## config.mk

```make
export PLATFORM = sky130hd
export DESIGN_NAME = sld_status_lamp_driver
export DESIGN_NICKNAME = d
export VERILOG_FILES = /design/src/sld_pkg.sv /design/src/sld_sync.sv /design/src/sld_flash_timer.sv /design/src/sld_status_lamp_driver.sv
export SDC_FILE = /design/constraint.sdc
export NUM_CORES = 1
export LEC_CHECK = 0
export BUFFER_PORTS_ARGS = -buffer_cell sky130_fd_sc_hd__buf_2
export CAP_MARGIN = 15
export CORE_ASPECT_RATIO = 2
export CORE_MARGIN = 5
export CORE_UTILIZATION = 28
export DETAILED_ROUTE_END_ITERATION = 8
export HOLD_SLACK_MARGIN = 0.02
export PLACE_DENSITY = 0.52
export SLEW_MARGIN = 20
export SYNTH_ARGS = -nofsm -noshare
export SYNTH_HDL_FRONTEND = slang
export SYNTH_SLANG_ARGS = --single-unit
```

## constraint.sdc

```tcl
create_clock -name clk -period 2.08 [get_ports clk]
set_clock_uncertainty 0.15 [all_clocks]
set_input_delay 0.52 -clock clk [delete_from_list [all_inputs] [get_ports clk]]
set_output_delay 0.52 -clock clk [all_outputs]
set_load 0.05 [all_outputs]
```

## src/sld_pkg.sv

```systemverilog
// sld_pkg: constants and types shared by the status lamp driver
// assumes a 250 MHz module clock
package sld_pkg;

    localparam int unsigned CLK_HZ          = 250_000_000;
    localparam int unsigned FLASH_HALF_MS   = 500;
    // cycles per flash half period, derived from the clock rate
    localparam int unsigned FLASH_HALF_CYC  = (CLK_HZ / 1000) * FLASH_HALF_MS;
    localparam int unsigned FLASH_CNT_W     = 27;
    localparam int unsigned SYNC_STAGES     = 3;

    // lamp drive codes: bit 1 red, bit 0 green
    typedef enum logic [1:0] {
        SLD_LAMP_OFF   = 2'h0,
        SLD_LAMP_GREEN = 2'h1,
        SLD_LAMP_RED   = 2'h2
    } sld_colour_t;

    // lamp patterns
    typedef enum logic [2:0] {
        SLD_PAT_OFF     = 3'h0,
        SLD_PAT_GREEN   = 3'h1,
        SLD_PAT_GFLASH  = 3'h3,
        SLD_PAT_RFLASH  = 3'h2,
        SLD_PAT_RED     = 3'h6,
        SLD_PAT_ALT     = 3'h7
    } sld_pat_t;

    localparam logic [1:0] LAMP_RESET = 2'h0;
    localparam logic       FLASH_RESET = 1'b0;

endpackage

```

## src/sld_sync.sv

```systemverilog
// sld_sync: three-stage synchroniser with agreement filter for one pin
// assumes input is asynchronous to clk
`timescale 1ns/1ns
module sld_sync (
    // clock and reset
    input  wire logic clk,
    input  wire logic rst_n,
    // pin in, filtered level out
    input  wire logic pin_in,
    output logic      level_out
);
    import sld_pkg::*;

    logic [SYNC_STAGES-1:0] stage_q;

    always_ff @(posedge clk or negedge rst_n) begin
        if (!rst_n) begin
            stage_q <= '0;
        end else begin
            stage_q <= {stage_q[SYNC_STAGES-2:0], pin_in};
        end
    end

    // change counts once second and third stages agree
    always_ff @(posedge clk or negedge rst_n) begin
        if (!rst_n) begin
            level_out <= 1'b0;
        end else if (stage_q[1] == stage_q[2]) begin
            level_out <= stage_q[2];
        end
    end

endmodule

```

## src/sld_flash_timer.sv

```systemverilog
// sld_flash_timer: shared fixed-period flash phase generator
// assumes one module clock at the package clock rate
`timescale 1ns/1ns
module sld_flash_timer (
    // clock and reset
    input  wire logic clk,
    input  wire logic rst_n,
    // flash phase and half-period tick
    output logic      phase_q,
    output logic      tick_q
);
    import sld_pkg::*;

    localparam logic [FLASH_CNT_W-1:0] CNT_LAST = FLASH_CNT_W'(FLASH_HALF_CYC - 1);

    logic [FLASH_CNT_W-1:0] cnt_q;

    always_ff @(posedge clk or negedge rst_n) begin
        if (!rst_n) begin
            cnt_q <= '0;
        end else if (cnt_q == CNT_LAST) begin
            cnt_q <= '0;
        end else begin
            cnt_q <= cnt_q + 1'b1;
        end
    end

    // equal on and off halves
    always_ff @(posedge clk or negedge rst_n) begin
        if (!rst_n) begin
            phase_q <= FLASH_RESET;
            tick_q  <= 1'b0;
        end else begin
            tick_q <= (cnt_q == CNT_LAST);
            if (cnt_q == CNT_LAST) begin
                phase_q <= ~phase_q;
            end
        end
    end

endmodule

```

## src/sld_status_lamp_driver.sv

```systemverilog
// sld_status_lamp_driver: module and network health lamp drive
// assumes status inputs are asynchronous; lamps driven high-active
`timescale 1ns/1ns
module sld_status_lamp_driver (
    // clock and reset
    input  wire logic clk,
    input  wire logic rst_n,
    // module status conditions
    input  wire logic self_test,
    input  wire logic fault_unrecoverable,
    input  wire logic config_missing,
    input  wire logic fault_recoverable,
    // network status conditions
    input  wire logic online,
    input  wire logic duplicate_node_check_done,
    input  wire logic conn_established,
    input  wire logic conn_timeout,
    input  wire logic link_failure,
    // module health lamp
    output logic      module_health_lamp_red,
    output logic      module_health_lamp_green,
    // network health lamp
    output logic      network_health_lamp_red,
    output logic      network_health_lamp_green
);
    import sld_pkg::*;

    // filtered condition levels
    logic       s_test;
    logic       s_unrec;
    logic       s_nocfg;
    logic       s_rec;
    logic       s_online;
    logic       s_dup_ok;
    logic       s_conn;
    logic       s_tmo;
    logic       s_link;
    logic       net_up;

    // shared flash phase
    logic       phase;

    // patterns and colour codes
    sld_pat_t   mod_pat;
    sld_pat_t   net_pat;
    logic [1:0] mod_d;
    logic [1:0] net_d;

    // separate drives of each lamp
    logic       mod_red_d;
    logic       mod_green_d;
    logic       net_red_d;
    logic       net_green_d;

    // one synchroniser per asynchronous condition pin
    sld_sync u_sync_test (
        .clk       (clk),
        .rst_n     (rst_n),
        .pin_in    (self_test),
        .level_out (s_test)
    );

    sld_sync u_sync_unrec (
        .clk       (clk),
        .rst_n     (rst_n),
        .pin_in    (fault_unrecoverable),
        .level_out (s_unrec)
    );

    sld_sync u_sync_nocfg (
        .clk       (clk),
        .rst_n     (rst_n),
        .pin_in    (config_missing),
        .level_out (s_nocfg)
    );

    sld_sync u_sync_rec (
        .clk       (clk),
        .rst_n     (rst_n),
        .pin_in    (fault_recoverable),
        .level_out (s_rec)
    );

    sld_sync u_sync_online (
        .clk       (clk),
        .rst_n     (rst_n),
        .pin_in    (online),
        .level_out (s_online)
    );

    sld_sync u_sync_dup_ok (
        .clk       (clk),
        .rst_n     (rst_n),
        .pin_in    (duplicate_node_check_done),
        .level_out (s_dup_ok)
    );

    sld_sync u_sync_conn (
        .clk       (clk),
        .rst_n     (rst_n),
        .pin_in    (conn_established),
        .level_out (s_conn)
    );

    sld_sync u_sync_tmo (
        .clk       (clk),
        .rst_n     (rst_n),
        .pin_in    (conn_timeout),
        .level_out (s_tmo)
    );

    sld_sync u_sync_link (
        .clk       (clk),
        .rst_n     (rst_n),
        .pin_in    (link_failure),
        .level_out (s_link)
    );

    // network up once online and the node check is done
    assign net_up = s_online && s_dup_ok;

    // shared flash phase for both lamps
    sld_flash_timer u_flash (
        .clk     (clk),
        .rst_n   (rst_n),
        .phase_q (phase),
        .tick_q  ()
    );

    // module lamp pattern by severity
    always_comb begin
        mod_pat = SLD_PAT_GREEN;
        if (s_test) begin
            mod_pat = SLD_PAT_ALT;
        end else if (s_unrec) begin
            mod_pat = SLD_PAT_RED;
        end else if (s_nocfg) begin
            mod_pat = SLD_PAT_GFLASH;
        end else if (s_rec) begin
            mod_pat = SLD_PAT_RFLASH;
        end else begin
            mod_pat = SLD_PAT_GREEN;
        end
    end

    // network lamp pattern by severity
    always_comb begin
        net_pat = SLD_PAT_OFF;
        if (s_test) begin
            net_pat = SLD_PAT_ALT;
        end else if (s_link) begin
            net_pat = SLD_PAT_RED;
        end else if (s_nocfg) begin
            net_pat = SLD_PAT_RFLASH;
        end else if (s_tmo) begin
            net_pat = SLD_PAT_RFLASH;
        end else if (!net_up) begin
            net_pat = SLD_PAT_OFF;
        end else if (s_conn) begin
            net_pat = SLD_PAT_GREEN;
        end else begin
            net_pat = SLD_PAT_GFLASH;
        end
    end

    // module lamp colour, all flashing on one shared phase
    always_comb begin
        mod_d = SLD_LAMP_OFF;
        case (mod_pat)
            SLD_PAT_OFF: begin
                mod_d = SLD_LAMP_OFF;
            end
            SLD_PAT_GREEN: begin
                mod_d = SLD_LAMP_GREEN;
            end
            SLD_PAT_RED: begin
                mod_d = SLD_LAMP_RED;
            end
            SLD_PAT_GFLASH: begin
                if (phase) begin
                    mod_d = SLD_LAMP_GREEN;
                end else begin
                    mod_d = SLD_LAMP_OFF;
                end
            end
            SLD_PAT_RFLASH: begin
                if (phase) begin
                    mod_d = SLD_LAMP_RED;
                end else begin
                    mod_d = SLD_LAMP_OFF;
                end
            end
            SLD_PAT_ALT: begin
                if (phase) begin
                    mod_d = SLD_LAMP_RED;
                end else begin
                    mod_d = SLD_LAMP_GREEN;
                end
            end
            default: begin
                mod_d = SLD_LAMP_OFF;
            end
        endcase
    end

    // network lamp colour, same shared phase
    always_comb begin
        net_d = SLD_LAMP_OFF;
        case (net_pat)
            SLD_PAT_OFF: begin
                net_d = SLD_LAMP_OFF;
            end
            SLD_PAT_GREEN: begin
                net_d = SLD_LAMP_GREEN;
            end
            SLD_PAT_RED: begin
                net_d = SLD_LAMP_RED;
            end
            SLD_PAT_GFLASH: begin
                if (phase) begin
                    net_d = SLD_LAMP_GREEN;
                end else begin
                    net_d = SLD_LAMP_OFF;
                end
            end
            SLD_PAT_RFLASH: begin
                if (phase) begin
                    net_d = SLD_LAMP_RED;
                end else begin
                    net_d = SLD_LAMP_OFF;
                end
            end
            SLD_PAT_ALT: begin
                if (phase) begin
                    net_d = SLD_LAMP_RED;
                end else begin
                    net_d = SLD_LAMP_GREEN;
                end
            end
            default: begin
                net_d = SLD_LAMP_OFF;
            end
        endcase
    end

    // split colour codes; one colour at a time on each lamp
    assign mod_red_d   = (mod_d == SLD_LAMP_RED);
    assign mod_green_d = (mod_d == SLD_LAMP_GREEN);
    assign net_red_d   = (net_d == SLD_LAMP_RED);
    assign net_green_d = (net_d == SLD_LAMP_GREEN);

    // module lamp red drive
    always_ff @(posedge clk or negedge rst_n) begin
        if (!rst_n) begin
            module_health_lamp_red <= LAMP_RESET[1];
        end else begin
            module_health_lamp_red <= mod_red_d;
        end
    end

    // module lamp green drive
    always_ff @(posedge clk or negedge rst_n) begin
        if (!rst_n) begin
            module_health_lamp_green <= LAMP_RESET[0];
        end else begin
            module_health_lamp_green <= mod_green_d;
        end
    end

    // network lamp red drive
    always_ff @(posedge clk or negedge rst_n) begin
        if (!rst_n) begin
            network_health_lamp_red <= LAMP_RESET[1];
        end else begin
            network_health_lamp_red <= net_red_d;
        end
    end

    // network lamp green drive
    always_ff @(posedge clk or negedge rst_n) begin
        if (!rst_n) begin
            network_health_lamp_green <= LAMP_RESET[0];
        end else begin
            network_health_lamp_green <= net_green_d;
        end
    end

endmodule

```

Word level (Yosys, flattened, before mapping)
Index checks and enable logic that the tools add are counted.
W data, S select, Z words.
{"block": "classes", "n_addsub": 1, "bitwise_logic": 1, "eq_ne": 24, "muxes": 16, "reduce_logical": 1}
{"cell": "$add A27 B1 Y27 const B", "n": 1}
{"cell": "$eq A27 B27 Y1 const B", "n": 1}
{"cell": "$mux W27", "n": 1}
{"cell": "$pmux W2 S5", "n": 2}
{"cell": "$mux W2", "n": 8}
{"cell": "$eq A3 B2 Y1 const B", "n": 4}
{"cell": "$eq A3 B3 Y1 const B", "n": 4}
{"cell": "$mux W3", "n": 4}
{"cell": "$eq A1 B1 Y1", "n": 9}
{"cell": "$eq A3 B1 Y1 const B", "n": 2}
{"cell": "$eq A2 B1 Y1 const B", "n": 2}
{"cell": "$eq A2 B2 Y1 const B", "n": 2}
{"cell": "$logic_and A1 B1 Y1", "n": 1}
{"cell": "$mux W1", "n": 1}
{"cell": "$not A1 Y1", "n": 1}
{"block": "word_totals", "reg_bits": 68, "input_bits": 11, "word_cells": 67, "output_inout_bits": 4}

Depth between registers and ports, before layout
Gate-level depths: netlist (run 1).
{"block": "logic_depth", "ltp_word": 9, "depth_mapped": 7}

Modules after synthesis
Synthesis (run 1) repeated with hierarchy kept, for this count alone.
{"block": "unflattened", "hier_cells": 205, "area_unflattened_um2": 2642.5}
{"mod": "sld_flash_timer", "instances": 1, "area_per_inst_um2": 1461.4, "cells_each": 143}
{"mod": "sld_sync", "instances": 9, "area_per_inst_um2": 111.4, "cells_each": 5}
{"mod": "sld_status_lamp_driver", "instances": 1, "area_per_inst_um2": 178.9, "cells_each": 17}

Worst setup path before layout (run 1)
Ideal clock, no wire load.
{"block": "synth_timing", "path_kind": "register -> register", "start": "reg u_flash.cnt_q[18]", "end": "reg u_flash.cnt_q[25]", "slack_ns": -0.201, "setup_time_ns": 0.130, "synth_period_minus_slack_ns": 2.281, "arrival_time_ns": 2.001, "stages_incl_launch_ff": 6, "path_buffers": 1, "path_cell_list": "dfrtp_1 > or4b_1 > or4_4 > nor4_4 > buf_6 > a21oi_1"}
{"block": "synth_between", "elab_chain_cells": 2, "word_cells_on_any_way": 3, "cone_classes": "1 x add/sub; 1 x eq/ne; 1 x mux"}
{"element": "start, declared", "line_no": "sld_flash_timer.sv:16", "source": "logic [FLASH_CNT_W-1:0] cnt_q;"}
{"element": "start signal, assigned", "line_no": "sld_flash_timer.sv:24", "source": "cnt_q <= cnt_q + 1'b1;"}
{"element": "$add A27 B1 Y27 / $eq A27 B27 Y1 (equally long branches)", "line_no": "sld_flash_timer.sv:24, sld_flash_timer.sv:21"}
{"element": "$mux W27 *", "line_no": "sld_flash_timer.sv:21", "source": "end else if (cnt_q == CNT_LAST) begin"}
Mark *: on every way between the ends. The rest lies on a longest branch, timed or not.
A chain may end at the register's enable or synchronous reset.

Worst setup path in the final report (run 1)
{"block": "layout_timing", "start": "reg u_flash.cnt_q[9]", "end": "reg u_flash.cnt_q[17]"}
The elaborated chain is that of the path after synthesis.

==> results of run 1 <==
## cell families after synthesis
group           after synthesis  synth area share
xor+xnor                     17            0.0573
buf+inv                      11            0.0188
fa+ha+maj                    10            0.0395
compound gates               25            0.0587
simple gates                 74             0.171
flops                        68             0.654
## placed cells by master (no fill, tap or decap), types with 2 or more instances in the layout
cell / count
bufinv_16: 2
nor3_1: 3
nor2_1: 12
or3_1: 3
o21ai_0: 5
or4_1: 4
xnor2_1: 4
a21oi_1: 7
and4_1: 3
inv_1: 6
nor2b_1: 3
buf_2: 14
or4_4: 2
buf_4: 19
nand3_1: 7
a21oi_2: 3
buf_12: 3
and3_1: 3
xor2_1: 12
clkbuf_8: 2
o31ai_1: 4
clkbuf_16: 9
dfrtp_1: 68
nand4_1: 11
nor4_1: 2
nand2_1: 11
o2bb2ai_1: 2
maj3_1: 9
## through the flow
step	util	hold WS, ps	cells	setup WS, ps
2_1_floorplan	-	74.4	205	-54.3
3_3_place_gp	0.327	183	337	31.2
3_5_place_dp	0.327	187	337	-0.861
4_1_cts	0.367	134	354	-5.48
5_1_grt	0.369	132	355	-47.4
6_report	0.369	148	355	4.61
## synthesized netlist by cell type (4+ instances only)
master	number
dfrtp_1	68
nor2_1	12
xor2_1	12
nand2_1	11
nand4_1	11
a21oi_1	10
maj3_1	9
nand3_1	7
inv_1	6
o21ai_0	5
or4_1	5
xnor2_1	5
clkbuf_1	4
o31ai_1	4
or3_1	4
## area by class of cell
type                       count  area [sq um]  share of cell area
timing repair buffer          37           283              0.0845
sequential                    68          1700               0.508
tap                          102           128              0.0381
inverter                       6          22.5             0.00673
multi-input combinational    126           877               0.262
clock inverter                 5          82.6              0.0247
clock buffer                  11           253              0.0755
## timing repair
item,CTS,global route
hold endpoints to repair,16,0
pin swaps,0,0
buffers inserted,0,1
resized for setup,3,3
endpoints found under the setup margin,3,16
hold buffers,1,0
## path summary, 6_finish.rpt
| check | slack (ps) | cells after the start | to |
|---|---|---|---|
| setup reg to reg | 5 | 5 | u_flash.cnt_q[17] |
| hold reg to reg | 200 | 0 | u_sync_conn.stage_q[1] |
| setup / recovery | 5 | 5 | u_flash.cnt_q[17] |
| max in group asynchronous | 740 | 3 | u_sync_dup_ok.stage_q[0] |
| min in group asynchronous | 520 | 2 | u_sync_link.stage_q[0] |
| hold / removal | 150 | 1 | u_sync_test.stage_q[0] |
## layer usage
layer,up-vias,part of all wire,GRT usage
li1,823,-,-
met1,841,0.39,0.106
met2,20,0.55,0.170
met3,10,0.022,0.0284
met4,0,0.034,0.0674
met5,-,0,0
## power by group through the flow
stage / clock, mW / combinational [mW] / sequential [mW]
floorplan: 0 / 0.0288 / 1.45
global placement: 0 / 0.118 / 1.43
detailed placement: 0 / 0.121 / 1.43
CTS: 1.72 / 0.122 / 1.40
global route: 1.78 / 0.130 / 1.41
finish: 1.67 / 0.118 / 1.40
==> flow_summary.toml, run 1 <==
[run_status]
status = "complete, no violations"

[sta]
period_minus_slack_ps = 2080
slew_headroom = 0.675
tightest_slew_ps = 483
rsz0062_at_grt = "true"
slew_violations = 0
clock.fmax_mhz = 482
finalHoldViolCount = 0
tns_ps = 0
finalSetupViolCount = 0
fin_crit_sh = 0.998

[synthesis]
synth_cells = 205
syn_avg_cell_area_sq_um = 12.7
synth.distinct_cells = 37
yosys_warnings = 0
yosysTopAreaCellShare = 0.654
synth_top_area_cell = "dfrtp_1"
synth_edf_count = 0
ys_seq_area_frac = 0.654
synthFlopType = "dfrtp_1"
syn-num-nets = 217
synth_seq_cells = 68
async_flop_share = 1.00
syn_area_sq_mm = 0.00260
synth.area.top_cells = "dfrtp_1, xor2_1, maj3_1"

[setup_path]
required_ps = 2140
worst-path-buf-inv = 1
crit_chain = "or4b_1, or4_4, nor4_4, buf_4, a21oi_1"
r2r_start = "u_flash.cnt_q[9]"
critPathArrivalTime_ps = 2130
slowest_stage = "or4b_1"
crit_path_end_kind = "register"
path_class = "reg -> reg"
crit_path_start = "u_flash.cnt_q[9]"
crit_path_max_fanout = 4
critical-path-top-delay-family = "simple AND/OR/NAND/NOR gates"
slowest_delay_ps = 520
critPathLaunchType = "register"

[final_layout]
largest_register_ffs = 27
diodes = 0
regMostFlops = "u_flash.cnt_q"
final_net_count = 260
drive_above_1_share = 0.249
stdcell_area_sq_mm = 0.00335
area_delta_synth_final_pct = 28.7
fill_cells = 893

[worst_hold_path]
holdCritStartpoint = "self_test"
hp-class = "in -> reg"

[detailed_routing]
wirelength_mm = 5.10
drc_errors = 0
drt_iter0_markers = 123
drtPass1Iterations = 4
wl_per_cell_microns = 14.4
ant_nets = 0
vias = 1694
via_per_inst = 4.77

[run]
drv_cap = 0

[clocking]
clockRootBuffer = "clkbuf_16"
cts_max_level = 3
clk_path_buf_depth = 2
cts_num_sinks = 68
clk_pin_slew_worst_paths_ps = 60
numCtsBuffers = 9
cts_tree = "done"
worstSkewPairLatency_ps = 330

[pwr]
p_comb_frac = 0.037
ir_drop_v = 0.000369
switching_power_uw = 653
sequentialPowerShare = 0.440
power_mw = 3.19
pwr-share-clk = 0.523
p_int_mw = 2.54
leakagePower_nw = 1.47
swShare = 0.205
power_density_mw_per_mm2 = 953

[floorplan]
rows = 49
core_area_sq_mm = 0.00907
die_h_microns = 146
start_util = 0.287
dieArea_sq_mm = 0.0114
io_pins = 15
die_x_microns = 78.1

[placed_design]
gp_routability_congestion = 0.789
port_buffers = 14
placed_area_sq_mm = 0.00297
dp_hpwl_mm = 3.63

[grt]
grt_pass1_wl_mm = 8.67
gr-total-overflow = 0
first_global_vias = 1762
antenna_found_initial = 0
grt_max_degree = 32
grt_util_all_layers = 0.100
Power figures use the tool's default switching activity.
==> run 2, diff against run 1 <==
--- a/config.mk
+++ b/config.mk
@@ -13,6 +13,7 @@
 export DETAILED_ROUTE_END_ITERATION = 8
 export HOLD_SLACK_MARGIN = 0.02
 export PLACE_DENSITY = 0.52
+export REMOVE_ABC_BUFFERS = 1
 export SLEW_MARGIN = 20
 export SYNTH_ARGS = -nofsm -noshare
 export SYNTH_HDL_FRONTEND = slang
==> run 2 against run 1 <==
The run now ends with setup timing left; flip-flop and latch count unchanged; setup slack worse by 190 ps; first-iteration DRC count down 24%; core utilization up 0.15 points; critical path type unchanged; critical endpoint is now u_flash.cnt_q[1]; largest power group unchanged; highest routed layer unchanged.
==> flow_summary.toml, run 2 (synthesis results as in run 1) <==
[detailed_routing]
drtPass1Iterations = 4
wirelength_mm = 5.12
wl_per_cell_microns = 14.4
drt_iter0_markers = 93
drc_errors = 0
ant_nets = 0
via_per_inst = 4.88
vias = 1742

[pwr]
power_mw = 3.15
switching_power_uw = 677
p_comb_frac = 0.036
ir_drop_v = 0.000438
leakagePower_nw = 1.47
pwr-share-clk = 0.518
p_int_mw = 2.47
sequentialPowerShare = 0.446
power_density_mw_per_mm2 = 936
swShare = 0.215

[run_status]
violations = "setup timing"
status = "finished, violations left"

[placed_design]
pre_cts_ws_ps = -149
port_buffers = 14
gp_routability_congestion = 0.790
dp_hpwl_mm = 3.52
placed_area_sq_mm = 0.00295
post-place-cells = 337

[worst_hold_path]
holdCritStartpoint = "duplicate_node_check_done"
hold_path_depth = 1
hp-class = "in -> reg"

[final_layout]
final_net_count = 262
diodes = 0
largest_register_ffs = 27
regMostFlops = "u_flash.cnt_q"
drive_above_1_share = 0.259
stdcell_area_sq_mm = 0.00336
instances_no_fill = 357
final_common_cell = "dfrtp_1"
layout_common_cells = "dfrtp_1, buf_4, buf_2"
area_delta_synth_final_pct = 29.3

[setup_path]
crit_path_start = "u_flash.cnt_q[10]"
critPathArrivalTime_ps = 2330
r2r_start = "u_flash.cnt_q[10]"
crit_path_end_kind = "register"
critPathLaunchType = "register"
rr_worst_depth = 6
crit_path_max_fanout = 7
path_class = "reg -> reg"
required_ps = 2150

[grt]
grt_util_all_layers = 0.0989
grt_max_degree = 56
gr-total-overflow = 0
grt_pass1_wl_mm = 8.54
first_global_vias = 1780
antenna_found_initial = 0

[floorplan]
dieArea_sq_mm = 0.0114
start_util = 0.287
die_h_microns = 146
rows = 49
core_area_sq_mm = 0.00907
io_pins = 15
die_x_microns = 78.1

[clocking]
worstSkewPairLatency_ps = 330
numCtsBuffers = 9
cts_tree = "done"
clk_path_buf_depth = 2
cts_num_sinks = 68
clk_pin_slew_worst_paths_ps = 60
clockRootBuffer = "clkbuf_16"
cts_max_level = 3

[sta]
tightest_slew_ps = 457
setup_slack_ps = -183
slew_headroom = 0.693
whs_ps = 143
period_minus_slack_ps = 2260
fin_crit_sh = 1.09
finalSetupViolCount = 16
finalHoldViolCount = 0
rsz0062_at_grt = "true"
clock.fmax_mhz = 442
slew_violations = 0

[run]
drv_cap = 0
==> run 2: worst paths after layout <==
path                                            endpoint  slack, ps
worst max-delay path                    u_flash.cnt_q[1]       -180
worst min-delay path            u_sync_dup_ok.stage_q[0]        140
worst max register to register          u_flash.cnt_q[1]       -180
worst min register to register  u_sync_online.stage_q[1]        190
max in group asynchronous              u_flash.cnt_q[21]        720
min in group asynchronous        u_sync_nocfg.stage_q[0]        460
==> run 2: worst max-delay path, cell delays in order, from the launching register on <==
cell	delay [ps]
dfrtp_1	370
or4b_1	520
or4_4	460
nor4_4	310
buf_4	160
clkbuf_16	150
nor2b_1	50
==> run 2: power groups by stage <==
stage	sequential, mW	clock, mW	combinational (mW)
2_1_floorplan	1.45	0	0.0288
3_3_place_gp	1.43	0	0.114
3_5_place_dp	1.43	0	0.116
4_1_cts	1.40	1.67	0.119
5_1_grt	1.41	1.72	0.128
6_report	1.40	1.63	0.115
==> run 2: repair_timing <==
action                                  CTS  global route
endpoints found under the hold margin    13             0
pin swaps                                 2             4
cloned                                    0             1
resized for setup                         0             8
buffers inserted                          0             2
hold buffers                              1             0
endpoints found under the setup margin   16            16
==> run 2: routing by layer <==
metal | part of all wire | global-route usage
met1 | 0.41 | 0.107
met2 | 0.52 | 0.158
met3 | 0.030 | 0.0302
met4 | 0.034 | 0.0771
met5 | 0 | 0
==> run 2: through the flow <==
stage,util,TNS [ps]
CTS,0.362,-2660
floorplan,-,-4130
global placement,0.326,-1600
detailed placement,0.326,-2000
finish,0.370,-2690
global route,0.370,-3530
==> run 2: cell type report <==
| type | instances | area [sq um] |
|---|---|---|
| fill | 882 | 5710 |
| clock buffer | 9 | 225 |
| clock inverter | 7 | 98.8 |
| multi-input combinational | 126 | 882 |
| tap | 102 | 128 |
| timing repair buffer | 39 | 303 |
| sequential | 68 | 1700 |
| inverter | 6 | 22.5 |
==> run 3, diff against run 2 <==
==> constraint.sdc (replaced) <==
create_clock -name clk -period 1.9 [get_ports clk]
set_clock_uncertainty 0.15 [all_clocks]
set_input_delay 0.475 -clock clk [delete_from_list [all_inputs] [get_ports clk]]
set_output_delay 0.475 -clock clk [all_outputs]
set_load 0.05 [all_outputs]
==> run 3 against run 2 <==
The run still ends with setup timing left; flip-flop and latch count is the same; core utilization grew 0.98 points; maximum frequency grew 2.3%; global-route usage grew 0.38 points; critical path depth shrank 1; hold slack lost 45 ps; routed wire length grew 4.6%; non-clock buffer count grew 18.
==> flow_summary.toml, run 3 (synthesis results as in run 1) <==
[run_status]
status = "finished, violations left"
violations = "setup timing"

[sta]
period_minus_slack_ps = 2210
tns_ps = -4780
setup_slack_ps = -312
tightest_slew_ps = 463
slew_violations = 0
clock.fmax_mhz = 452
finalHoldViolCount = 0
rsz0062_at_grt = "true"
finalSetupViolCount = 18
fin_crit_sh = 1.16
slew_headroom = 0.688

[setup_path]
slowest_stage = "or4b_1"
slowest_delay_ps = 530
required_ps = 2000
critPathLaunchType = "register"
path_class = "reg -> reg"
crit_path_start = "u_flash.cnt_q[18]"
r2r_start = "u_flash.cnt_q[18]"
crit_path_end_kind = "register"
worst-path-buf-inv = 1
crit_chain = "or4b_1, or4_4, nor4_4, buf_6, xnor2_1"
crit_path_max_fanout = 9
worst-r2r-setup-slack_ps = -310
critPathArrivalTime_ps = 2320
critical-path-top-delay-family = "simple AND/OR/NAND/NOR gates"

[grt]
grt_max_degree = 36
gr-total-overflow = 0
grt_pass1_wl_mm = 8.91
grt_util_all_layers = 0.103
first_global_vias = 1871
antenna_found_initial = 0

[detailed_routing]
ant_nets = 0
drtPass1Iterations = 5
via_per_inst = 4.76
vias = 1784
drc_errors = 0
wirelength_mm = 5.36
wl_per_cell_microns = 14.3
drt_iter0_markers = 58

[floorplan]
die_x_microns = 78.1
rows = 49
dieArea_sq_mm = 0.0114
io_pins = 15
die_h_microns = 146
start_util = 0.287
core_area_sq_mm = 0.00907

[pwr]
power_mw = 3.35
power_density_mw_per_mm2 = 972
ir_drop_v = 0.000563
leakagePower_nw = 1.53

[final_layout]
final_net_count = 280
final_common_cell = "dfrtp_1"
layout_common_cells = "dfrtp_1, buf_4, buf_2"
diodes = 0
drive_above_1_share = 0.297
fill_cells = 885
area_delta_synth_final_pct = 32.7
largest_register_ffs = 27
regMostFlops = "u_flash.cnt_q"
instances_no_fill = 375

[clocking]
numCtsBuffers = 9
worstSkewPairLatency_ps = 330
cts_num_sinks = 68
clockRootBuffer = "clkbuf_16"
cts_tree = "done"
clk_path_buf_depth = 2
clk_pin_slew_worst_paths_ps = 60
cts_max_level = 3

[placed_design]
post-place-cells = 355
dp_hpwl_mm = 3.81
gp_routability_congestion = 0.783
port_buffers = 14

[worst_hold_path]
holdCritStartpoint = "link_failure"
hp-class = "in -> reg"

[run]
drv_cap = 0
run 3: cell types whose count changed in the layout (fill, tap and decap cells not counted), moves of 2 or more:
cell	delta
buf_4	+18
a21oi_1	+3
buf_6	+2
a21oi_2	-3
inv_6	+2
run 3: cell type report:
class / instances / area, sq um / share of cell area
Clock inverter: 7 / 80.1 / 0.0232
Multi-Input combinational cell: 126 / 877 / 0.254
Tap cell: 102 / 128 / 0.0370
Sequential cell: 68 / 1700 / 0.493
Inverter: 6 / 22.5 / 0.00653
Clock buffer: 9 / 225 / 0.0653
Timing Repair Buffer: 57 / 415 / 0.120
run 3: path summary, 6_finish.rpt:
| check | endpoint | depth (start not counted) |
|---|---|---|
| setup / recovery | u_flash.phase_q | 5 |
| hold / removal | u_sync_link.stage_q[0] | 1 |
| setup reg to reg | u_flash.phase_q | 5 |
| hold reg to reg | u_sync_conn.stage_q[1] | 0 |
| max in group asynchronous | u_sync_link.level_out | 3 |
| min in group asynchronous | u_sync_nocfg.stage_q[1] | 2 |
run 3: metrics by stage:
step | setup WS (ps) | util | hold slack (ps) | cell area, sq um
2_1_floorplan | -462 | - | 29.4 | 2570
3_3_place_gp | -304 | 0.339 | 184 | 3080
3_5_place_dp | -323 | 0.339 | 185 | 3080
4_1_cts | -318 | 0.375 | 84.3 | 3400
5_1_grt | -396 | 0.380 | 80.2 | 3450
6_report | -312 | 0.380 | 97.9 | 3450
run 3: repair_timing:
item,CTS,global route
pin swaps,2,4
endpoints found under the hold margin,17,0
endpoints found under the setup margin,19,19
resized for setup,2,6
hold buffers,1,0
setup buffers,0,3
run 3: power breakdown:
group          internal (mW)  switching [mW]
sequential              1.51          0.0318
clock                   1.03           0.656
combinational         0.0423          0.0846
total                   2.58           0.772
run 3: layer usage:
| layer | track usage | wire length, microns | up-vias |
|---|---|---|---|
| li1 | - | - | 863 |
| met1 | 0.103 | 2080 | 876 |
| met2 | 0.178 | 2950 | 36 |
| met3 | 0.0296 | 184 | 9 |
| met4 | 0.0718 | 142 | 0 |
| met5 | 0 | 0 | - |
